--- config.mk ---
export PLATFORM = sky130hd
export DESIGN_NAME = uart_cpu_bus_interface
export DESIGN_NICKNAME = d
export VERILOG_FILES = /design/src/verilog/host_port_pkg.sv /design/src/verilog/uart_cpu_bus_interface.sv /design/src/verilog/pin_sync2.sv
export SDC_FILE = /design/constraint.sdc
export NUM_CORES = 1
export LEC_CHECK = 0
export BUFFER_PORTS_ARGS = -buffer_cell sky130_fd_sc_hd__buf_2
export CELL_PAD_IN_SITES_DETAIL_PLACEMENT = 1
export CELL_PAD_IN_SITES_GLOBAL_PLACEMENT = 1
export CORE_MARGIN = 2
export CORE_UTILIZATION = 40
export CTS_BUF_LIST = sky130_fd_sc_hd__clkbuf_8
export DETAILED_ROUTE_END_ITERATION = 10
export PLACE_DENSITY_LB_ADDON = 0.1
export SLEW_MARGIN = 30
export SYNTH_ARGS = -nofsm -noshare
export SYNTH_HDL_FRONTEND = slang
export SYNTH_SLANG_ARGS = --single-unit
--- constraint.sdc ---
create_clock -name ref_clk -period 1.8 [get_ports ref_clk]
set_input_delay 0.45 -clock ref_clk [delete_from_list [all_inputs] [get_ports ref_clk]]
set_output_delay 0.45 -clock ref_clk [all_outputs]
set_load 0.005 [all_outputs]
--- src/verilog/host_port_pkg.sv ---
// constants and types shared by the cpu bus port of the uart
package host_port_pkg;
  localparam int ADDR_W = 3;
  localparam int DATA_W = 8;
  localparam int CTRL_W = 8;
  // reset values; active-low inputs are carried inverted (0 is idle), but the address strobe resets to 1 and drive-disable resets high
  localparam logic [CTRL_W-1:0] CTRL_RST = 8'h80;
  localparam logic DRIVE_DISABLE_N_N_RST = 1'b1;
  localparam logic OE_RST = 1'b0;
  localparam logic PULSE_RST = 1'b0;
  localparam logic HOLD_RST = 1'b0;
  localparam logic AS_LOW_RST = 1'b1;
  // control vector bit positions after synchronising
  localparam int CB_SEL_A = 0;
  localparam int CB_SEL_B = 1;
  localparam int CB_SEL_LOW = 2;
  localparam int CB_RD_HIGH = 3;
  localparam int CB_RD_LOW = 4;
  localparam int CB_WR_HIGH = 5;
  localparam int CB_WR_LOW = 6;
  localparam int CB_AS_LOW = 7;
  // access sequencer states
  typedef enum logic [1:0] {
    ST_IDLE = 2'b00,
    ST_READ = 2'b01,
    ST_WRITE = 2'b10
  } port_state_t;
endpackage

--- src/verilog/uart_cpu_bus_interface.sv ---
// cpu parallel bus port of the uart: selects, strobes, address latch, data bus
// Behaviour
// three register-select bits choose the register each read or write targets.
// selected only while both high selects are 1 and low select is 0.
// read needs low read strobe at 0 or high read strobe at 1; data driven.
// write needs either write strobe; the strobe's assertion edge makes the write event.
// falling address strobe captures selects and register-select bits, held meanwhile.
// host may tie address strobe low; selects and address then decode directly.
// eight-bit data bus driven only during a valid read, otherwise released.
// data bit zero is the byte's least significant bit, first on the line.
// drive-disable output is low for as long as the cpu reads.
// low read strobe at 0 reads, low write strobe at 0 writes.
// host never mixes read and write strobes; keeps data stable at write end.
`timescale 1ns/1ps
module uart_cpu_bus_interface
  import host_port_pkg::*;
#(
  parameter int ADDR_WIDTH = host_port_pkg::ADDR_W,
  parameter int DATA_WIDTH = host_port_pkg::DATA_W
) (
  // clocking and reset
  input wire logic ref_clk,
  input wire logic rst_b,
  input wire logic clk_en,
  // cpu select and address pins
  input wire logic [ADDR_WIDTH-1:0] reg_select_bits,
  input wire logic select_high_a,
  input wire logic select_high_b,
  input wire logic select_low,
  input wire logic addr_latch_strobe_n,
  // cpu strobe pins
  input wire logic read_strobe_high,
  input wire logic read_strobe_low,
  input wire logic write_strobe_high,
  input wire logic write_strobe_low,
  // cpu data bus as three signals
  input wire logic [DATA_WIDTH-1:0] host_data_bus_in,
  output logic [DATA_WIDTH-1:0] host_data_bus_out,
  output logic host_data_bus_oe,
  output logic drive_disable_n,
  // internal register file side
  output logic [ADDR_WIDTH-1:0] reg_addr,
  output logic [DATA_WIDTH-1:0] reg_wdata,
  output logic reg_wr_pulse,
  output logic reg_rd_pulse,
  input wire logic [DATA_WIDTH-1:0] reg_rdata
);
  import host_port_pkg::*;

  localparam int SYNC_W = host_port_pkg::CTRL_W + ADDR_WIDTH + DATA_WIDTH;
  localparam logic [SYNC_W-1:0] SYNC_RST = {host_port_pkg::CTRL_RST, {(ADDR_WIDTH + DATA_WIDTH){1'b0}}};

  initial
  begin
    if (ADDR_WIDTH != host_port_pkg::ADDR_W) $error("uart_cpu_bus_interface: ADDR_WIDTH must be 3");
    if (DATA_WIDTH != host_port_pkg::DATA_W) $error("uart_cpu_bus_interface: DATA_WIDTH must be 8");
  end

  // pins in; active-low ones inverted so that 1 always means asserted
  logic [CTRL_W-1:0] ctrl_pins;
  logic [SYNC_W-1:0] sync_vec;
  logic [CTRL_W-1:0] ctrl_s;
  logic [ADDR_WIDTH-1:0] addr_s;
  logic [DATA_WIDTH-1:0] data_s;

  assign ctrl_pins = {~addr_latch_strobe_n, ~write_strobe_low, write_strobe_high, ~read_strobe_low,
                      read_strobe_high, ~select_low, select_high_b, select_high_a};

  pin_sync2 #(
    .WIDTH(SYNC_W),
    .RST_VAL(SYNC_RST)
  ) u_pin_sync (
    .ref_clk(ref_clk),
    .rst_b(rst_b),
    .clk_en(clk_en),
    .async_in({ctrl_pins, reg_select_bits, host_data_bus_in}),
    .sync_out(sync_vec)
  );

  assign ctrl_s = sync_vec[SYNC_W-1 -: CTRL_W];
  assign addr_s = sync_vec[DATA_WIDTH +: ADDR_WIDTH];
  assign data_s = sync_vec[DATA_WIDTH-1:0];

  // chip-select decode of the live selects; the latch holds its result
  function automatic logic chip_selected(input logic sel_a, input logic sel_b, input logic sel_low_act);
    chip_selected = sel_a & sel_b & sel_low_act;
  endfunction

  // address latch state
  logic as_low_d_r;
  logic as_low_d_nxt;
  logic hold_r;
  logic hold_nxt;
  logic [ADDR_WIDTH-1:0] held_addr_r;
  logic [ADDR_WIDTH-1:0] held_addr_nxt;
  logic held_sel_r;
  logic held_sel_nxt;
  logic as_fall;
  logic live_sel;
  logic sel_eff;
  logic [ADDR_WIDTH-1:0] addr_eff;

  // the latch is edge triggered: with the strobe tied low from reset no edge
  // ever comes, so decoding stays on the live pins
  always_comb
  begin
    live_sel = chip_selected(ctrl_s[CB_SEL_A], ctrl_s[CB_SEL_B], ctrl_s[CB_SEL_LOW]);
    as_fall = ctrl_s[CB_AS_LOW] & ~as_low_d_r;
    as_low_d_nxt = ctrl_s[CB_AS_LOW];
    hold_nxt = ctrl_s[CB_AS_LOW] & (hold_r | as_fall);
    held_addr_nxt = as_fall ? addr_s : held_addr_r;
    held_sel_nxt = as_fall ? live_sel : held_sel_r;
    if (!clk_en)
    begin
      as_low_d_nxt = as_low_d_r;
      hold_nxt = hold_r;
      held_addr_nxt = held_addr_r;
      held_sel_nxt = held_sel_r;
    end
    sel_eff = hold_r ? held_sel_r : live_sel;
    addr_eff = hold_r ? held_addr_r : addr_s;
  end

  always_ff @(posedge ref_clk or negedge rst_b)
  begin
    if (!rst_b)
    begin
      as_low_d_r <= AS_LOW_RST;
      hold_r <= HOLD_RST;
      held_addr_r <= '0;
      held_sel_r <= 1'b0;
    end
    else
    begin
      as_low_d_r <= as_low_d_nxt;
      hold_r <= hold_nxt;
      held_addr_r <= held_addr_nxt;
      held_sel_r <= held_sel_nxt;
    end
  end

  // access sequencer state
  port_state_t state_r;
  port_state_t state_nxt;
  logic rd_act;
  logic wr_act;
  logic [ADDR_WIDTH-1:0] addr_r;
  logic [ADDR_WIDTH-1:0] addr_nxt;
  logic [DATA_WIDTH-1:0] wdata_r;
  logic [DATA_WIDTH-1:0] wdata_nxt;
  logic [DATA_WIDTH-1:0] dout_r;
  logic [DATA_WIDTH-1:0] dout_nxt;
  logic wr_pulse_r;
  logic wr_pulse_nxt;
  logic rd_pulse_r;
  logic rd_pulse_nxt;
  logic oe_r;
  logic oe_nxt;
  logic drive_disable_n_n_r;
  logic drive_disable_n_n_nxt;

  // read wins if a misbehaving host raises both strobes at once
  always_comb
  begin
    rd_act = sel_eff & (ctrl_s[CB_RD_LOW] | ctrl_s[CB_RD_HIGH]);
    wr_act = sel_eff & (ctrl_s[CB_WR_LOW] | ctrl_s[CB_WR_HIGH]);
    state_nxt = state_r;
    addr_nxt = addr_r;
    wdata_nxt = wdata_r;
    dout_nxt = dout_r;
    wr_pulse_nxt = 1'b0;
    rd_pulse_nxt = 1'b0;
    case (state_r)
      ST_IDLE:
      begin
        addr_nxt = addr_eff;
        if (rd_act)
        begin
          state_nxt = ST_READ;
          rd_pulse_nxt = 1'b1;
        end
        else if (wr_act)
        begin
          // write event on the assertion edge; bit 0 stays bit 0
          state_nxt = ST_WRITE;
          wr_pulse_nxt = 1'b1;
          wdata_nxt = data_s;
        end
      end
      ST_READ:
      begin
        dout_nxt = reg_rdata;
        if (!rd_act)
        begin
          state_nxt = ST_IDLE;
        end
      end
      ST_WRITE:
      begin
        if (!wr_act)
        begin
          state_nxt = ST_IDLE;
        end
      end
      default:
      begin
        state_nxt = ST_IDLE;
      end
    endcase
    // bus and drive-disable follow the read state; one flop each keeps them glitch free
    oe_nxt = (state_nxt == ST_READ);
    drive_disable_n_n_nxt = ~(state_nxt == ST_READ);
    if (!clk_en)
    begin
      state_nxt = state_r;
      addr_nxt = addr_r;
      wdata_nxt = wdata_r;
      dout_nxt = dout_r;
      wr_pulse_nxt = wr_pulse_r;
      rd_pulse_nxt = rd_pulse_r;
      oe_nxt = oe_r;
      drive_disable_n_n_nxt = drive_disable_n_n_r;
    end
  end

  always_ff @(posedge ref_clk or negedge rst_b)
  begin
    if (!rst_b)
    begin
      state_r <= ST_IDLE;
      addr_r <= '0;
      wdata_r <= '0;
      dout_r <= '0;
      wr_pulse_r <= PULSE_RST;
      rd_pulse_r <= PULSE_RST;
      oe_r <= OE_RST;
      drive_disable_n_n_r <= DRIVE_DISABLE_N_N_RST;
    end
    else
    begin
      state_r <= state_nxt;
      addr_r <= addr_nxt;
      wdata_r <= wdata_nxt;
      dout_r <= dout_nxt;
      wr_pulse_r <= wr_pulse_nxt;
      rd_pulse_r <= rd_pulse_nxt;
      oe_r <= oe_nxt;
      drive_disable_n_n_r <= drive_disable_n_n_nxt;
    end
  end

  // outputs straight from flops
  assign host_data_bus_out = dout_r;
  assign host_data_bus_oe = oe_r;
  assign drive_disable_n = drive_disable_n_n_r;
  assign reg_addr = addr_r;
  assign reg_wdata = wdata_r;
  assign reg_wr_pulse = wr_pulse_r;
  assign reg_rd_pulse = rd_pulse_r;

  // checks
  a_drive_disable_n_tracks_oe: assert property (@(posedge ref_clk) disable iff (!rst_b)
    host_data_bus_oe == !drive_disable_n) else $error("drive disable not low exactly while bus driven");
  a_drive_only_read: assert property (@(posedge ref_clk) disable iff (!rst_b)
    host_data_bus_oe |-> state_r == ST_READ) else $error("data bus driven outside a read");
  a_read_starts: assert property (@(posedge ref_clk) disable iff (!rst_b)
    (clk_en && state_r == ST_IDLE && rd_act) |=> host_data_bus_oe && reg_rd_pulse)
    else $error("read access did not drive the bus");
  a_read_ends: assert property (@(posedge ref_clk) disable iff (!rst_b)
    (clk_en && state_r == ST_READ && !rd_act) |=> !host_data_bus_oe && drive_disable_n)
    else $error("bus still driven after read ended");
  a_write_single: assert property (@(posedge ref_clk) disable iff (!rst_b)
    (reg_wr_pulse && clk_en) |=> !reg_wr_pulse) else $error("write event longer than one cycle");
  a_unselected_quiet: assert property (@(posedge ref_clk) disable iff (!rst_b)
    (clk_en && state_r == ST_IDLE && !sel_eff) |=> !reg_wr_pulse && !reg_rd_pulse)
    else $error("access taken while not selected");
  a_latch_held: assert property (@(posedge ref_clk) disable iff (!rst_b)
    (hold_r && ctrl_s[CB_AS_LOW]) |=> $stable(held_addr_r) && $stable(held_sel_r))
    else $error("latched address changed without a strobe edge");
  a_write_data_order: assert property (@(posedge ref_clk) disable iff (!rst_b)
    (reg_wr_pulse && $past(clk_en)) |-> reg_wdata == $past(data_s))
    else $error("write data not taken bit for bit");
  a_write_address: assert property (@(posedge ref_clk) disable iff (!rst_b)
    (reg_wr_pulse && $past(clk_en)) |-> reg_addr == $past(addr_eff))
    else $error("write address differs from decoded select bits");
  c_read_seen: cover property (@(posedge ref_clk) disable iff (!rst_b) reg_rd_pulse ##1 host_data_bus_oe);
  c_write_seen: cover property (@(posedge ref_clk) disable iff (!rst_b) reg_wr_pulse);
  c_latch_write: cover property (@(posedge ref_clk) disable iff (!rst_b) hold_r && reg_wr_pulse);
  c_back_to_back: cover property (@(posedge ref_clk) disable iff (!rst_b) reg_wr_pulse ##[1:20] reg_rd_pulse);
endmodule // uart_cpu_bus_interface

--- src/verilog/pin_sync2.sv ---
// two-stage synchroniser for a vector of asynchronous pins
`timescale 1ns/1ps
module pin_sync2 #(
  parameter int WIDTH = 8,
  parameter logic [WIDTH-1:0] RST_VAL = '0
) (
  // clocking
  input wire logic ref_clk,
  input wire logic rst_b,
  input wire logic clk_en,
  // pins in, synchronised out
  input wire logic [WIDTH-1:0] async_in,
  output logic [WIDTH-1:0] sync_out
);
  logic [WIDTH-1:0] meta_r;
  logic [WIDTH-1:0] meta_nxt;
  logic [WIDTH-1:0] sync_r;
  logic [WIDTH-1:0] sync_nxt;

  initial
  begin
    if (WIDTH < 1) $error("pin_sync2: WIDTH must be at least 1");
  end

  // first stage is read only by the second stage
  always_comb
  begin
    meta_nxt = clk_en ? async_in : meta_r;
    sync_nxt = clk_en ? meta_r : sync_r;
  end

  always_ff @(posedge ref_clk or negedge rst_b)
  begin
    if (!rst_b)
    begin
      meta_r <= RST_VAL;
      sync_r <= RST_VAL;
    end
    else
    begin
      meta_r <= meta_nxt;
      sync_r <= sync_nxt;
    end
  end

  assign sync_out = sync_r;
endmodule // pin_sync2

# After elaboration in Yosys (flattened, before gate mapping)
# Cells that the tools add are included.
# classes
n_eq_ne	3
n_mux	12
n_bitwise	16
n_reduce_logical	5
# op_table
op	n
2-to-1 mux 2 bit	4
inverter 1 bit	7
AND 1 bit	6
2-to-1 mux 1 bit	6
case mux 2 bit (3 select lines)	1
AND reduction 2 bit	3
equality test 2 x 1 -> 1 bit (second input constant)	2
AND reduction 4 bit	1
2-to-1 mux 3 bit	1
OR 1 bit	3
equality test 2 bit (second input constant)	1
zero test 2 bit	1
# totals
reg_bits	69
inputBits	30
output_inout_bits	23
word_cells	50

# Longest topological paths before layout
# Gate-level depths: netlist (run 1).
# depth
depth_word	9
depth_mapped	5
depth_no_buf	3

# Cells and area by module
# From an unflattened synthesis (run 1), not the netlist that was laid out.
# unflattened
hier_cells	175
hier_area_um2	2806.4
# by_module_without_submodules
module	instances	cells_per_inst	area_per_inst_um2	seq_area_each_um2
pin_sync2	1	80	1495.2	953.4
uart_cpu_bus_interface	1	95	1311.3	778.2

# Worst setup path after synthesis (run 1)
# No wires, ideal clock.
# synth_timing
path_kind	reg2reg
start	reg hold_r
end	reg wdata_r[0] (netlist: reg_wdata[0])
arrival_ps	1448
t_required_ps	1675
path_slack_ps	227
path_stages_with_launch	6
n_path_buf	2
period_less_slack_ps	1573
path_cell_list	dfrtp_1 buf_6 and4b_4 o2111a_1 buf_6 mux2_4
# synth_via
elab_chain_cells	4
word_cells_on_any_way	5
# synth_lines
element	line_no	source
from (decl)	uart_cpu_bus_interface.sv:92	logic hold_r;
from (signal assigned)	uart_cpu_bus_interface.sv:136	hold_r <= hold_nxt;
2-to-1 mux 1 bit *	uart_cpu_bus_interface.sv:120	sel_eff = hold_r ? held_sel_r : live_sel;
AND 1 bit	uart_cpu_bus_interface.sv:165	rd_act = sel_eff & (ctrl_s[CB_RD_LOW] | ctrl_s[CB_RD_HIGH]);
inverter 1 bit (no line)	-	
AND reduction 4 bit (no line) *	-	
to (signal assigned)	uart_cpu_bus_interface.sv:243	wdata_r <= wdata_nxt;
to (decl)	uart_cpu_bus_interface.sv:149	logic [DATA_WIDTH-1:0] wdata_r;
# Every way passes the cells marked *; elsewhere a longest branch is shown, timed or not.
# A chain may end at the register's enable or synchronous reset.

# Final worst setup path (run 1)
# layout_timing
start	reg hold_r
end	reg wdata_r[6] (netlist: reg_wdata[6])
# The elaborated chain is that of the path after synthesis.

==> metrics.txt, run 1 <==
# TYPE chip_impl_metric gauge
chip_impl_metric{name="remaining_drc_errors",unit=""} 0
chip_impl_metric{name="antenna_violations_before_repair",unit=""} 0
chip_impl_metric{name="finish.net_count",unit=""} 270
chip_impl_info{name="worst_setup_path_end_kind",value="flip-flop"} 1
chip_impl_info{name="worstHoldPathType",value="primary input to async pin"} 1
chip_impl_metric{name="drive_above_1_share",unit="%"} 53.1
chip_impl_metric{name="die-area",unit="mm²"} 0.00739
chip_impl_info{name="worstSetupStartpointType",value="flip-flop"} 1
chip_impl_metric{name="ir_worst_vdd",unit="V"} 0.000567
chip_impl_metric{name="grt.total_usage",unit="%"} 16.3
chip_impl_metric{name="first_global_vias",unit=""} 1826
chip_impl_metric{name="grt-ovfl-total",unit=""} 0
chip_impl_metric{name="clk_path_buf_depth",unit=""} 2
chip_impl_metric{name="clkSinkCount",unit=""} 69
chip_impl_metric{name="post_cts_hold_buffer_count",unit=""} 0
chip_impl_info{name="cell_by_cell_listing_of_the_critical_path",value="buf_4 > and2_1 > o2111a_1 > buf_12 > mux2_4"} 1
chip_impl_metric{name="number_of_detailed_routing_iterations_run_before_antenna_repair",unit=""} 4
chip_impl_metric{name="ys_warn_count",unit=""} 0
chip_impl_metric{name="slew_headroom",unit="%"} 60.1
chip_impl_metric{name="synthesis.instances",unit=""} 179
chip_impl_metric{name="final-max-slew-violation-count",unit=""} 0
chip_impl_metric{name="fill_cells",unit=""} 659
chip_impl_info{name="worst_setup_path_endpoint",value="reg_wdata[6]$_DFFE_PN0P_"} 1
chip_impl_metric{name="ant_cells",unit=""} 0
chip_impl_metric{name="syn-num-nets",unit=""} 209
chip_impl_metric{name="insertion_delay",unit="ps"} 330
chip_impl_metric{name="cts_buffers",unit=""} 9
chip_impl_metric{name="dpl.cell_count",unit=""} 306
chip_impl_metric{name="post_dr_wirelength_cell",unit="µm"} 16.4
chip_impl_metric{name="cts.htree.levels",unit=""} 3
chip_impl_metric{name="post_synth_cell_types",unit=""} 26
chip_impl_metric{name="rrSetupSlack",unit="ps"} 230
chip_impl_metric{name="place_congestion",unit=""} 0.760
chip_impl_info{name="r2r-start",value="hold_r$_DFFE_PN0P_"} 1
chip_impl_info{name="final_common_cell",value="sky130_fd_sc_hd__dfrtp_1"} 1
chip_impl_metric{name="worst-r2r-cell-count",unit=""} 5
chip_impl_metric{name="clk_transition_reported_paths",unit="ps"} 70
chip_impl_metric{name="final.setup.tns",unit="ps"} 0
chip_impl_metric{name="initialDrtViolationCount",unit=""} 102
chip_impl_metric{name="via_per_inst",unit=""} 4.98
chip_impl_info{name="cts.root.buffer_cell",value="sky130_fd_sc_hd__clkbuf_8"} 1
chip_impl_metric{name="cts_resized",unit=""} 0
chip_impl_metric{name="antenna_left",unit=""} 0
chip_impl_info{name="unrepaired_setup_endpoints_after_global_routing",value="false"} 1
chip_impl_info{name="crit_path_start",value="hold_r$_DFFE_PN0P_"} 1
chip_impl_metric{name="routed_vias",unit=""} 1603
chip_impl_metric{name="min_hold_slack",unit="ps"} 120
chip_impl_info{name="worst_r2r_endpoint",value="reg_wdata[6]$_DFFE_PN0P_"} 1
chip_impl_info{name="outcome",value="finished, final reports clean"} 1
chip_impl_metric{name="worst_pin_slew",unit="ps"} 599
chip_impl_metric{name="finalWorstSetupSlack",unit="ps"} 233
chip_impl_metric{name="design.portCount",unit=""} 53
chip_impl_metric{name="f_max",unit="GHz"} 0.638
chip_impl_metric{name="post-route-min-period",unit="ps"} 1570
chip_impl_metric{name="cp_slowest_stage_delay",unit="ps"} 380
chip_impl_metric{name="yosysSeqAreaShare",unit="%"} 64.5
chip_impl_metric{name="core_region_area",unit="mm²"} 0.00642
chip_impl_metric{name="final-instance-count-excl-fill",unit=""} 322
chip_impl_info{name="clock_tree_from_tritoncts",value="done"} 1
chip_impl_metric{name="ys_seq_elements",unit=""} 69
chip_impl_metric{name="p_r_area_growth_vs_syn",unit="%"} 23.2
chip_impl_metric{name="power.density",unit="mW/mm²"} 1280
chip_impl_metric{name="finalWirelength",unit="mm"} 5.27
chip_impl_info{name="cp_slowest_cell",value="sky130_fd_sc_hd__dfrtp_1"} 1
chip_impl_metric{name="grt_first_pass_wirelength",unit="mm"} 9.25
chip_impl_metric{name="post-place-ws",unit="ps"} 134
chip_impl_metric{name="postLayoutCellArea",unit="mm²"} 0.00331
chip_impl_info{name="critPathKind",value="flip-flop to flip-flop"} 1
chip_impl_metric{name="grt_max_degree",unit=""} 49
chip_impl_metric{name="post_cts.repair.setup_buffers",unit=""} 0
chip_impl_metric{name="timing.final.crit_share",unit="%"} 87.1
chip_impl_metric{name="placement.io_buffers",unit=""} 52
chip_impl_metric{name="report.final.setup_viol",unit=""} 0
chip_impl_metric{name="maxCapViolCount",unit=""} 0
chip_impl_metric{name="final_core_utilization",unit="%"} 51.5
chip_impl_info{name="commonest_cells_after_routing_fill_and_taps_aside",value="65 x sky130_fd_sc_hd__dfrtp_1, 52 x sky130_fd_sc_hd__buf_2, 43 x sky130_fd_sc_hd__mux2_2, 11 x sky130_fd_sc_hd__o21ai_0, 11 x sky130_fd_sc_hd__clkbuf_8"} 1
chip_impl_metric{name="worstPathArrival",unit="ps"} 1780
chip_impl_metric{name="crit_fanout",unit=""} 9
chip_impl_metric{name="initial_utilization",unit="%"} 41.8
chip_impl_metric{name="die_y",unit="µm"} 86.0
chip_impl_metric{name="std_cell_rows",unit=""} 29
chip_impl_metric{name="power.total",unit="mW"} 4.25
chip_impl_metric{name="finClkSkew",unit="ps"} 8.36
chip_impl_metric{name="final_hold_violation_count",unit=""} 0
chip_impl_metric{name="required",unit="ps"} 2010
chip_impl_metric{name="die_w",unit="µm"} 86.0
chip_impl_metric{name="netlist_area",unit="mm²"} 0.00269
chip_impl_metric{name="detailed_place_hpwl",unit="mm"} 3.71
chip_impl_metric{name="avgSynthCellArea",unit="µm²"} 15.0
chip_impl_metric{name="dpl-instance-area",unit="mm²"} 0.00308
chip_impl_metric{name="power.leakage",unit="nW"} 1.57
==> cells by family (layout without fill, tap and decap cells) <==
family | after synthesis | after routing | synth area share, %
AOI/OAI and AO/OA | 24 | 24 | 5.36
buffers and inverters | 13 | 79 | 2.56
DFF | 69 | 69 | 64.5
and+or+nand+nor | 18 | 18 | 3.59
muxes | 55 | 55 | 24.0
==> sequential cells by signal, summed over array words and instances (netlist names) <==
name,cells
hold_r,1
reg_rd_pulse,1
held_addr_r,3
state_r,2
reg_wr_pulse,1
as_low_d_r,1
u_pin_sync.meta_r,19
reg_wdata,8
host_data_bus_oe,1
host_data_bus_out,8
reg_addr,3
held_sel_r,1
drive_disable_n,1
u_pin_sync.sync_out,19
==> synth_stat cells <==
cell type | instances | area share [%]
sky130_fd_sc_hd__o21ai_0 | 11 | 2.0
sky130_fd_sc_hd__o221ai_1 | 2 | 0.65
sky130_fd_sc_hd__and4b_4 | 1 | 0.51
sky130_fd_sc_hd__inv_2 | 1 | 0.14
sky130_fd_sc_hd__nor2_1 | 4 | 0.56
sky130_fd_sc_hd__inv_1 | 5 | 0.70
sky130_fd_sc_hd__o21a_1 | 1 | 0.28
sky130_fd_sc_hd__nand3_1 | 1 | 0.19
sky130_fd_sc_hd__o21ba_1 | 1 | 0.37
sky130_fd_sc_hd__mux2_4 | 8 | 4.5
sky130_fd_sc_hd__mux2_2 | 43 | 18
sky130_fd_sc_hd__buf_6 | 2 | 0.84
sky130_fd_sc_hd__buf_2 | 4 | 0.75
sky130_fd_sc_hd__o2111a_1 | 1 | 0.42
sky130_fd_sc_hd__and2_1 | 1 | 0.23
sky130_fd_sc_hd__nand3b_1 | 1 | 0.28
sky130_fd_sc_hd__mux2_1 | 1 | 0.42
sky130_fd_sc_hd__clkbuf_1 | 1 | 0.14
sky130_fd_sc_hd__a21oi_1 | 7 | 1.3
sky130_fd_sc_hd__a21o_1 | 1 | 0.28
sky130_fd_sc_hd__nor3b_2 | 1 | 0.47
sky130_fd_sc_hd__dfstp_2 | 4 | 3.9
sky130_fd_sc_hd__mux2i_1 | 3 | 1.1
sky130_fd_sc_hd__nand2_1 | 8 | 1.1
sky130_fd_sc_hd__dfrtp_1 | 65 | 61
sky130_fd_sc_hd__nor2b_1 | 1 | 0.23
==> power breakdown <==
part	total, mW	leakage [nW]	switching [mW]	internal (mW)
Sequential	2.09	0.836	0.195	1.89
Combinational	0.769	0.613	0.299	0.470
Clock	1.39	0.121	0.547	0.847
==> worst max-delay path: cells and delay by family, from the launching register on <==
kind / cells / cell delay, ps
multiplexers: 1 / 290
AO/OA/AOI/OAI: 1 / 270
flip-flops: 1 / 380
AND/OR/NAND/NOR: 1 / 190
buffers and inverters: 2 / 320
==> worst min path at each step <==
stage,to,slack [ps],from,cells after the start
finish,u_pin_sync.sync_out[15]$_DFFE_PN0P_,120,rst_b,1
global placement,held_sel_r$_DFFE_PN0P_,460,held_sel_r$_DFFE_PN0P_,2
CTS,u_pin_sync.meta_r[15]$_DFFE_PN0P_,120,rst_b,1
floorplan,held_addr_r[0]$_DFFE_PN0P_,150,rst_b,0
global route,u_pin_sync.meta_r[15]$_DFFE_PN0P_,140,rst_b,1
detailed placement,held_sel_r$_DFFE_PN0P_,460,held_sel_r$_DFFE_PN0P_,2
==> layout make-up <==
cell class                      instances  area [µm²]  area share [%]
Clock buffer                           11         151            4.57
Clock inverter                          5        73.8            2.23
Inverter                                6        22.5           0.681
Multi-Input combinational cell         97         886            26.8
Sequential cell                        69        1730            52.3
Tap cell                               77        96.3            2.91
Timing Repair Buffer                   57         348            10.5
==> routing by layer <==
| metal | GRT usage (%) | routed length [µm] | vias to the layer above |
|---|---|---|---|
| li1 | - | - | 745 |
| met1 | 21.8 | 2430 | 806 |
| met2 | 25.6 | 2510 | 45 |
| met3 | 3.56 | 246 | 7 |
| met4 | 7.07 | 85 | 0 |
| met5 | 0 | 0 | - |
No activity file was read; power rests on OpenSTA's default activity.
==> run 2: changes to the inputs <==
Settings changed: ABC_AREA set to 1, CORE_UTILIZATION 40 to 35.
==> metrics.txt, run 2 <==
# TYPE chip_impl_metric gauge
chip_impl_metric{name="ir_worst_vdd",unit="V"} 0.000463
chip_impl_info{name="commonest_cells_after_routing_fill_and_taps_aside",value="92 x sky130_fd_sc_hd__nand2_1, 65 x sky130_fd_sc_hd__dfrtp_1, 52 x sky130_fd_sc_hd__buf_2, 38 x sky130_fd_sc_hd__o21ai_0, 24 x sky130_fd_sc_hd__inv_1"} 1
chip_impl_metric{name="met3WireLength",unit="µm"} 206
chip_impl_info{name="final_common_cell",value="sky130_fd_sc_hd__nand2_1"} 1
chip_impl_metric{name="post_synth_cell_types",unit=""} 20
chip_impl_metric{name="slew_headroom",unit="%"} 71.2
chip_impl_metric{name="ant_cells",unit=""} 0
chip_impl_metric{name="number_of_detailed_routing_iterations_run_before_antenna_repair",unit=""} 4
chip_impl_metric{name="first_global_vias",unit=""} 1935
chip_impl_metric{name="cts.htree.levels",unit=""} 3
chip_impl_metric{name="switchingPower",unit="mW"} 0.966
chip_impl_metric{name="combinationalPowerShare",unit="%"} 16.0
chip_impl_metric{name="cp_slowest_stage_delay",unit="ps"} 530
chip_impl_metric{name="crit_buf_inv",unit=""} 1
chip_impl_metric{name="place_congestion",unit=""} 0.697
chip_impl_metric{name="drive_above_1_share",unit="%"} 27.0
chip_impl_metric{name="synth_edf_count",unit=""} 0
chip_impl_metric{name="initial_utilization",unit="%"} 35.7
chip_impl_metric{name="die-area",unit="mm²"} 0.00849
chip_impl_metric{name="report.final.setup_viol",unit=""} 0
chip_impl_info{name="cp_slowest_cell",value="sky130_fd_sc_hd__dfstp_2"} 1
chip_impl_metric{name="antenna_violations_before_repair",unit=""} 0
chip_impl_metric{name="clk_transition_reported_paths",unit="ps"} 70
chip_impl_metric{name="post_cts_hold_buffer_count",unit=""} 0
chip_impl_metric{name="f_max",unit="GHz"} 0.700
chip_impl_metric{name="power.leakage",unit="nW"} 1.72
chip_impl_metric{name="grt_max_degree",unit=""} 70
chip_impl_info{name="outcome",value="finished, final reports clean"} 1
chip_impl_metric{name="ys_seq_elements",unit=""} 69
chip_impl_metric{name="internal-power",unit="mW"} 2.60
chip_impl_metric{name="antenna_left",unit=""} 0
chip_impl_metric{name="worstPathArrival",unit="ps"} 980
chip_impl_metric{name="die_w",unit="µm"} 92.1
chip_impl_metric{name="clkSinkCount",unit=""} 69
chip_impl_metric{name="top_area_cell_type_share_of_the_netlist_area",unit="%"} 59.8
chip_impl_metric{name="insertion_delay",unit="ps"} 340
chip_impl_metric{name="cts_buffers",unit=""} 9
chip_impl_info{name="synth_ff_type",value="sky130_fd_sc_hd__dfrtp_1"} 1
chip_impl_info{name="unrepaired_setup_endpoints_after_global_routing",value="false"} 1
chip_impl_metric{name="netlist_area",unit="mm²"} 0.00272
chip_impl_metric{name="die_y",unit="µm"} 92.1
chip_impl_metric{name="finalWirelength",unit="mm"} 5.47
chip_impl_metric{name="synthesis.instances",unit=""} 269
chip_impl_metric{name="final_hold_violation_count",unit=""} 0
chip_impl_info{name="r2r-start",value="state_r[1]$_DFFE_PN0P_"} 1
chip_impl_info{name="worst_r2r_endpoint",value="reg_wdata[1]$_DFFE_PN0P_"} 1
chip_impl_metric{name="design.portCount",unit=""} 53
chip_impl_metric{name="initialDrtViolationCount",unit=""} 56
chip_impl_metric{name="p_r_area_growth_vs_syn",unit="%"} 20.4
chip_impl_metric{name="sw_frac_of_total",unit="%"} 27.1
chip_impl_metric{name="seqPwrFrac",unit="%"} 53.7
chip_impl_info{name="critPathKind",value="flip-flop to output port"} 1
chip_impl_info{name="critical-path-top-delay-family",value="flip-flops"} 1
chip_impl_metric{name="rrSetupSlack",unit="ps"} 480
chip_impl_metric{name="remaining_drc_errors",unit=""} 0
chip_impl_metric{name="final-max-slew-violation-count",unit=""} 0
chip_impl_metric{name="finish.net_count",unit=""} 356
chip_impl_metric{name="yosysSeqAreaShare",unit="%"} 63.7
chip_impl_metric{name="clk_path_buf_depth",unit=""} 2
chip_impl_metric{name="routed_vias",unit=""} 1975
chip_impl_metric{name="wirelength_met1",unit="mm"} 2.72
chip_impl_info{name="worst_setup_path_end_kind",value="output port"} 1
chip_impl_info{name="clock_tree_from_tritoncts",value="done"} 1
chip_impl_metric{name="via_per_inst",unit=""} 4.57
chip_impl_info{name="dr.max_layer_used",value="met4"} 1
chip_impl_metric{name="p_clk_share",unit="%"} 30.3
chip_impl_info{name="synth.cells.most_frequent",value="92 x sky130_fd_sc_hd__nand2_1, 65 x sky130_fd_sc_hd__dfrtp_1, 38 x sky130_fd_sc_hd__o21ai_0, 23 x sky130_fd_sc_hd__inv_1, 9 x sky130_fd_sc_hd__nand4_1"} 1
chip_impl_metric{name="avgSynthCellArea",unit="µm²"} 10.1
chip_impl_info{name="worstSetupStartpointType",value="flip-flop"} 1
chip_impl_info{name="worstHoldPathType",value="primary input to async pin"} 1
chip_impl_info{name="synth_most_common_cell",value="sky130_fd_sc_hd__nand2_1"} 1
chip_impl_metric{name="required",unit="ps"} 1350
chip_impl_metric{name="crit_fanout",unit=""} 2
chip_impl_metric{name="grt_first_pass_wirelength",unit="mm"} 9.38
chip_impl_metric{name="grt.total_usage",unit="%"} 14.2
chip_impl_info{name="cts.root.buffer_cell",value="sky130_fd_sc_hd__clkbuf_8"} 1
chip_impl_metric{name="grt-ovfl-total",unit=""} 0
chip_impl_metric{name="worst-r2r-cell-count",unit=""} 6
chip_impl_metric{name="power.total",unit="mW"} 3.57
chip_impl_metric{name="core_region_area",unit="mm²"} 0.00761
chip_impl_metric{name="ys_warn_count",unit=""} 0
chip_impl_info{name="cell_by_cell_listing_of_the_critical_path",value="buf_2"} 1
chip_impl_metric{name="post-route-min-period",unit="ps"} 1430
chip_impl_metric{name="worst_pin_slew",unit="ps"} 431
chip_impl_metric{name="synthArstFlopShare",unit="%"} 100
chip_impl_metric{name="detailed_place_hpwl",unit="mm"} 3.73
chip_impl_metric{name="post_dr_wirelength_cell",unit="µm"} 12.7
chip_impl_info{name="post_synth_main_area_contributors",value="sky130_fd_sc_hd__dfrtp_1 60%, sky130_fd_sc_hd__nand2_1 13%, sky130_fd_sc_hd__o21ai_0 7.0%"} 1
chip_impl_metric{name="min_hold_slack",unit="ps"} 120
chip_impl_metric{name="final.setup.tns",unit="ps"} 0
chip_impl_metric{name="power.density",unit="mW/mm²"} 1090
chip_impl_metric{name="post_cts.repair.setup_buffers",unit=""} 0
chip_impl_metric{name="placement.io_buffers",unit=""} 52
chip_impl_metric{name="cts_resized",unit=""} 0
chip_impl_metric{name="dr_wl_met2",unit="mm"} 2.39
chip_impl_metric{name="std_cell_rows",unit=""} 32
chip_impl_info{name="yosysTopAreaCell",value="sky130_fd_sc_hd__dfrtp_1"} 1
chip_impl_metric{name="syn-num-nets",unit=""} 299
chip_impl_metric{name="timing.final.crit_share",unit="%"} 79.4
chip_impl_metric{name="maxCapViolCount",unit=""} 0
chip_impl_metric{name="finClkSkew",unit="ps"} 7.74
==> run 2: changes by cell type after synthesis, sizes merged, moves of 2 or more <==
cell	before	now
a21oi	7	1
a31oi	0	3
buf	6	3
clkbuf	1	7
inv	6	24
mux2	52	8
mux2i	3	0
nand2	8	94
nand3	1	5
nand4	0	9
nor2	4	7
o21ai	11	39
o221ai	2	0
==> run 2: cell type report <==
| type | count | area [µm²] |
|---|---|---|
| inverters | 24 | 92.6 |
| multi-input cells | 166 | 841 |
| flip-flops and latches | 69 | 1730 |
| fillers | 889 | 4330 |
| clock buffers | 10 | 138 |
| clock inverters | 5 | 28.8 |
| repair buffers | 56 | 315 |
| well taps | 102 | 128 |
==> run 2: how the worst max path moves through the flow <==
| stage | endpoint | slack [ps] | cells past startpoint | startpoint |
|---|---|---|---|---|
| 6_report | drive_disable_n | 370 | 1 | drive_disable_n$_DFFE_PN1P_ |
| 2_1_floorplan | host_data_bus_out[0]$_DFFE_PN0P_ | 570 | 5 | clk_en |
| 3_5_place_dp | held_sel_r$_DFFE_PN0P_ | 300 | 5 | clk_en |
| 4_1_cts | drive_disable_n | 350 | 1 | drive_disable_n$_DFFE_PN1P_ |
| 5_1_grt | reg_wdata[4]$_DFFE_PN0P_ | 330 | 6 | state_r[1]$_DFFE_PN0P_ |
| 3_3_place_gp | held_addr_r[0]$_DFFE_PN0P_ | 330 | 5 | clk_en |
==> run 2: cell families (layout without fill, tap and decap cells) <==
group,count (synthesis),count (layout),share of synthesized area [%]
buffers and inverters,34,95,5.38
AOI/OAI and AO/OA,43,43,8.19
muxes,8,8,4.42
DFF,69,69,63.7
and+or+nand+nor,115,115,18.3
==> run 2: power by group through the flow <==
stage          sequential (mW)  combinational [mW]  clock (mW)
2_1_floorplan             1.94               0.319           0
3_3_place_gp              1.94               0.569           0
3_5_place_dp              1.94               0.587           0
4_1_cts                   1.92               0.588        1.13
5_1_grt                   1.95               0.652        1.20
6_report                  1.91               0.572        1.08
==> run 2: routing by layer <==
layer	vias to the layer above	global-route usage, %
met5	-	0
met4	0	8.58
met2	40	21.6
li1	978	-
met1	945	18.8
met3	12	2.96
==> run 2: through the flow <==
stage	std cells	instance area [µm²]	setup WS, ps	util [%]
final	432	3270	371	43.0
after global routing	432	3270	329	43.0
after detailed placement	417	3110	300	40.9
after global placement	417	3110	330	40.9
after floorplan	269	2720	567	-
after CTS	432	3270	346	43.0
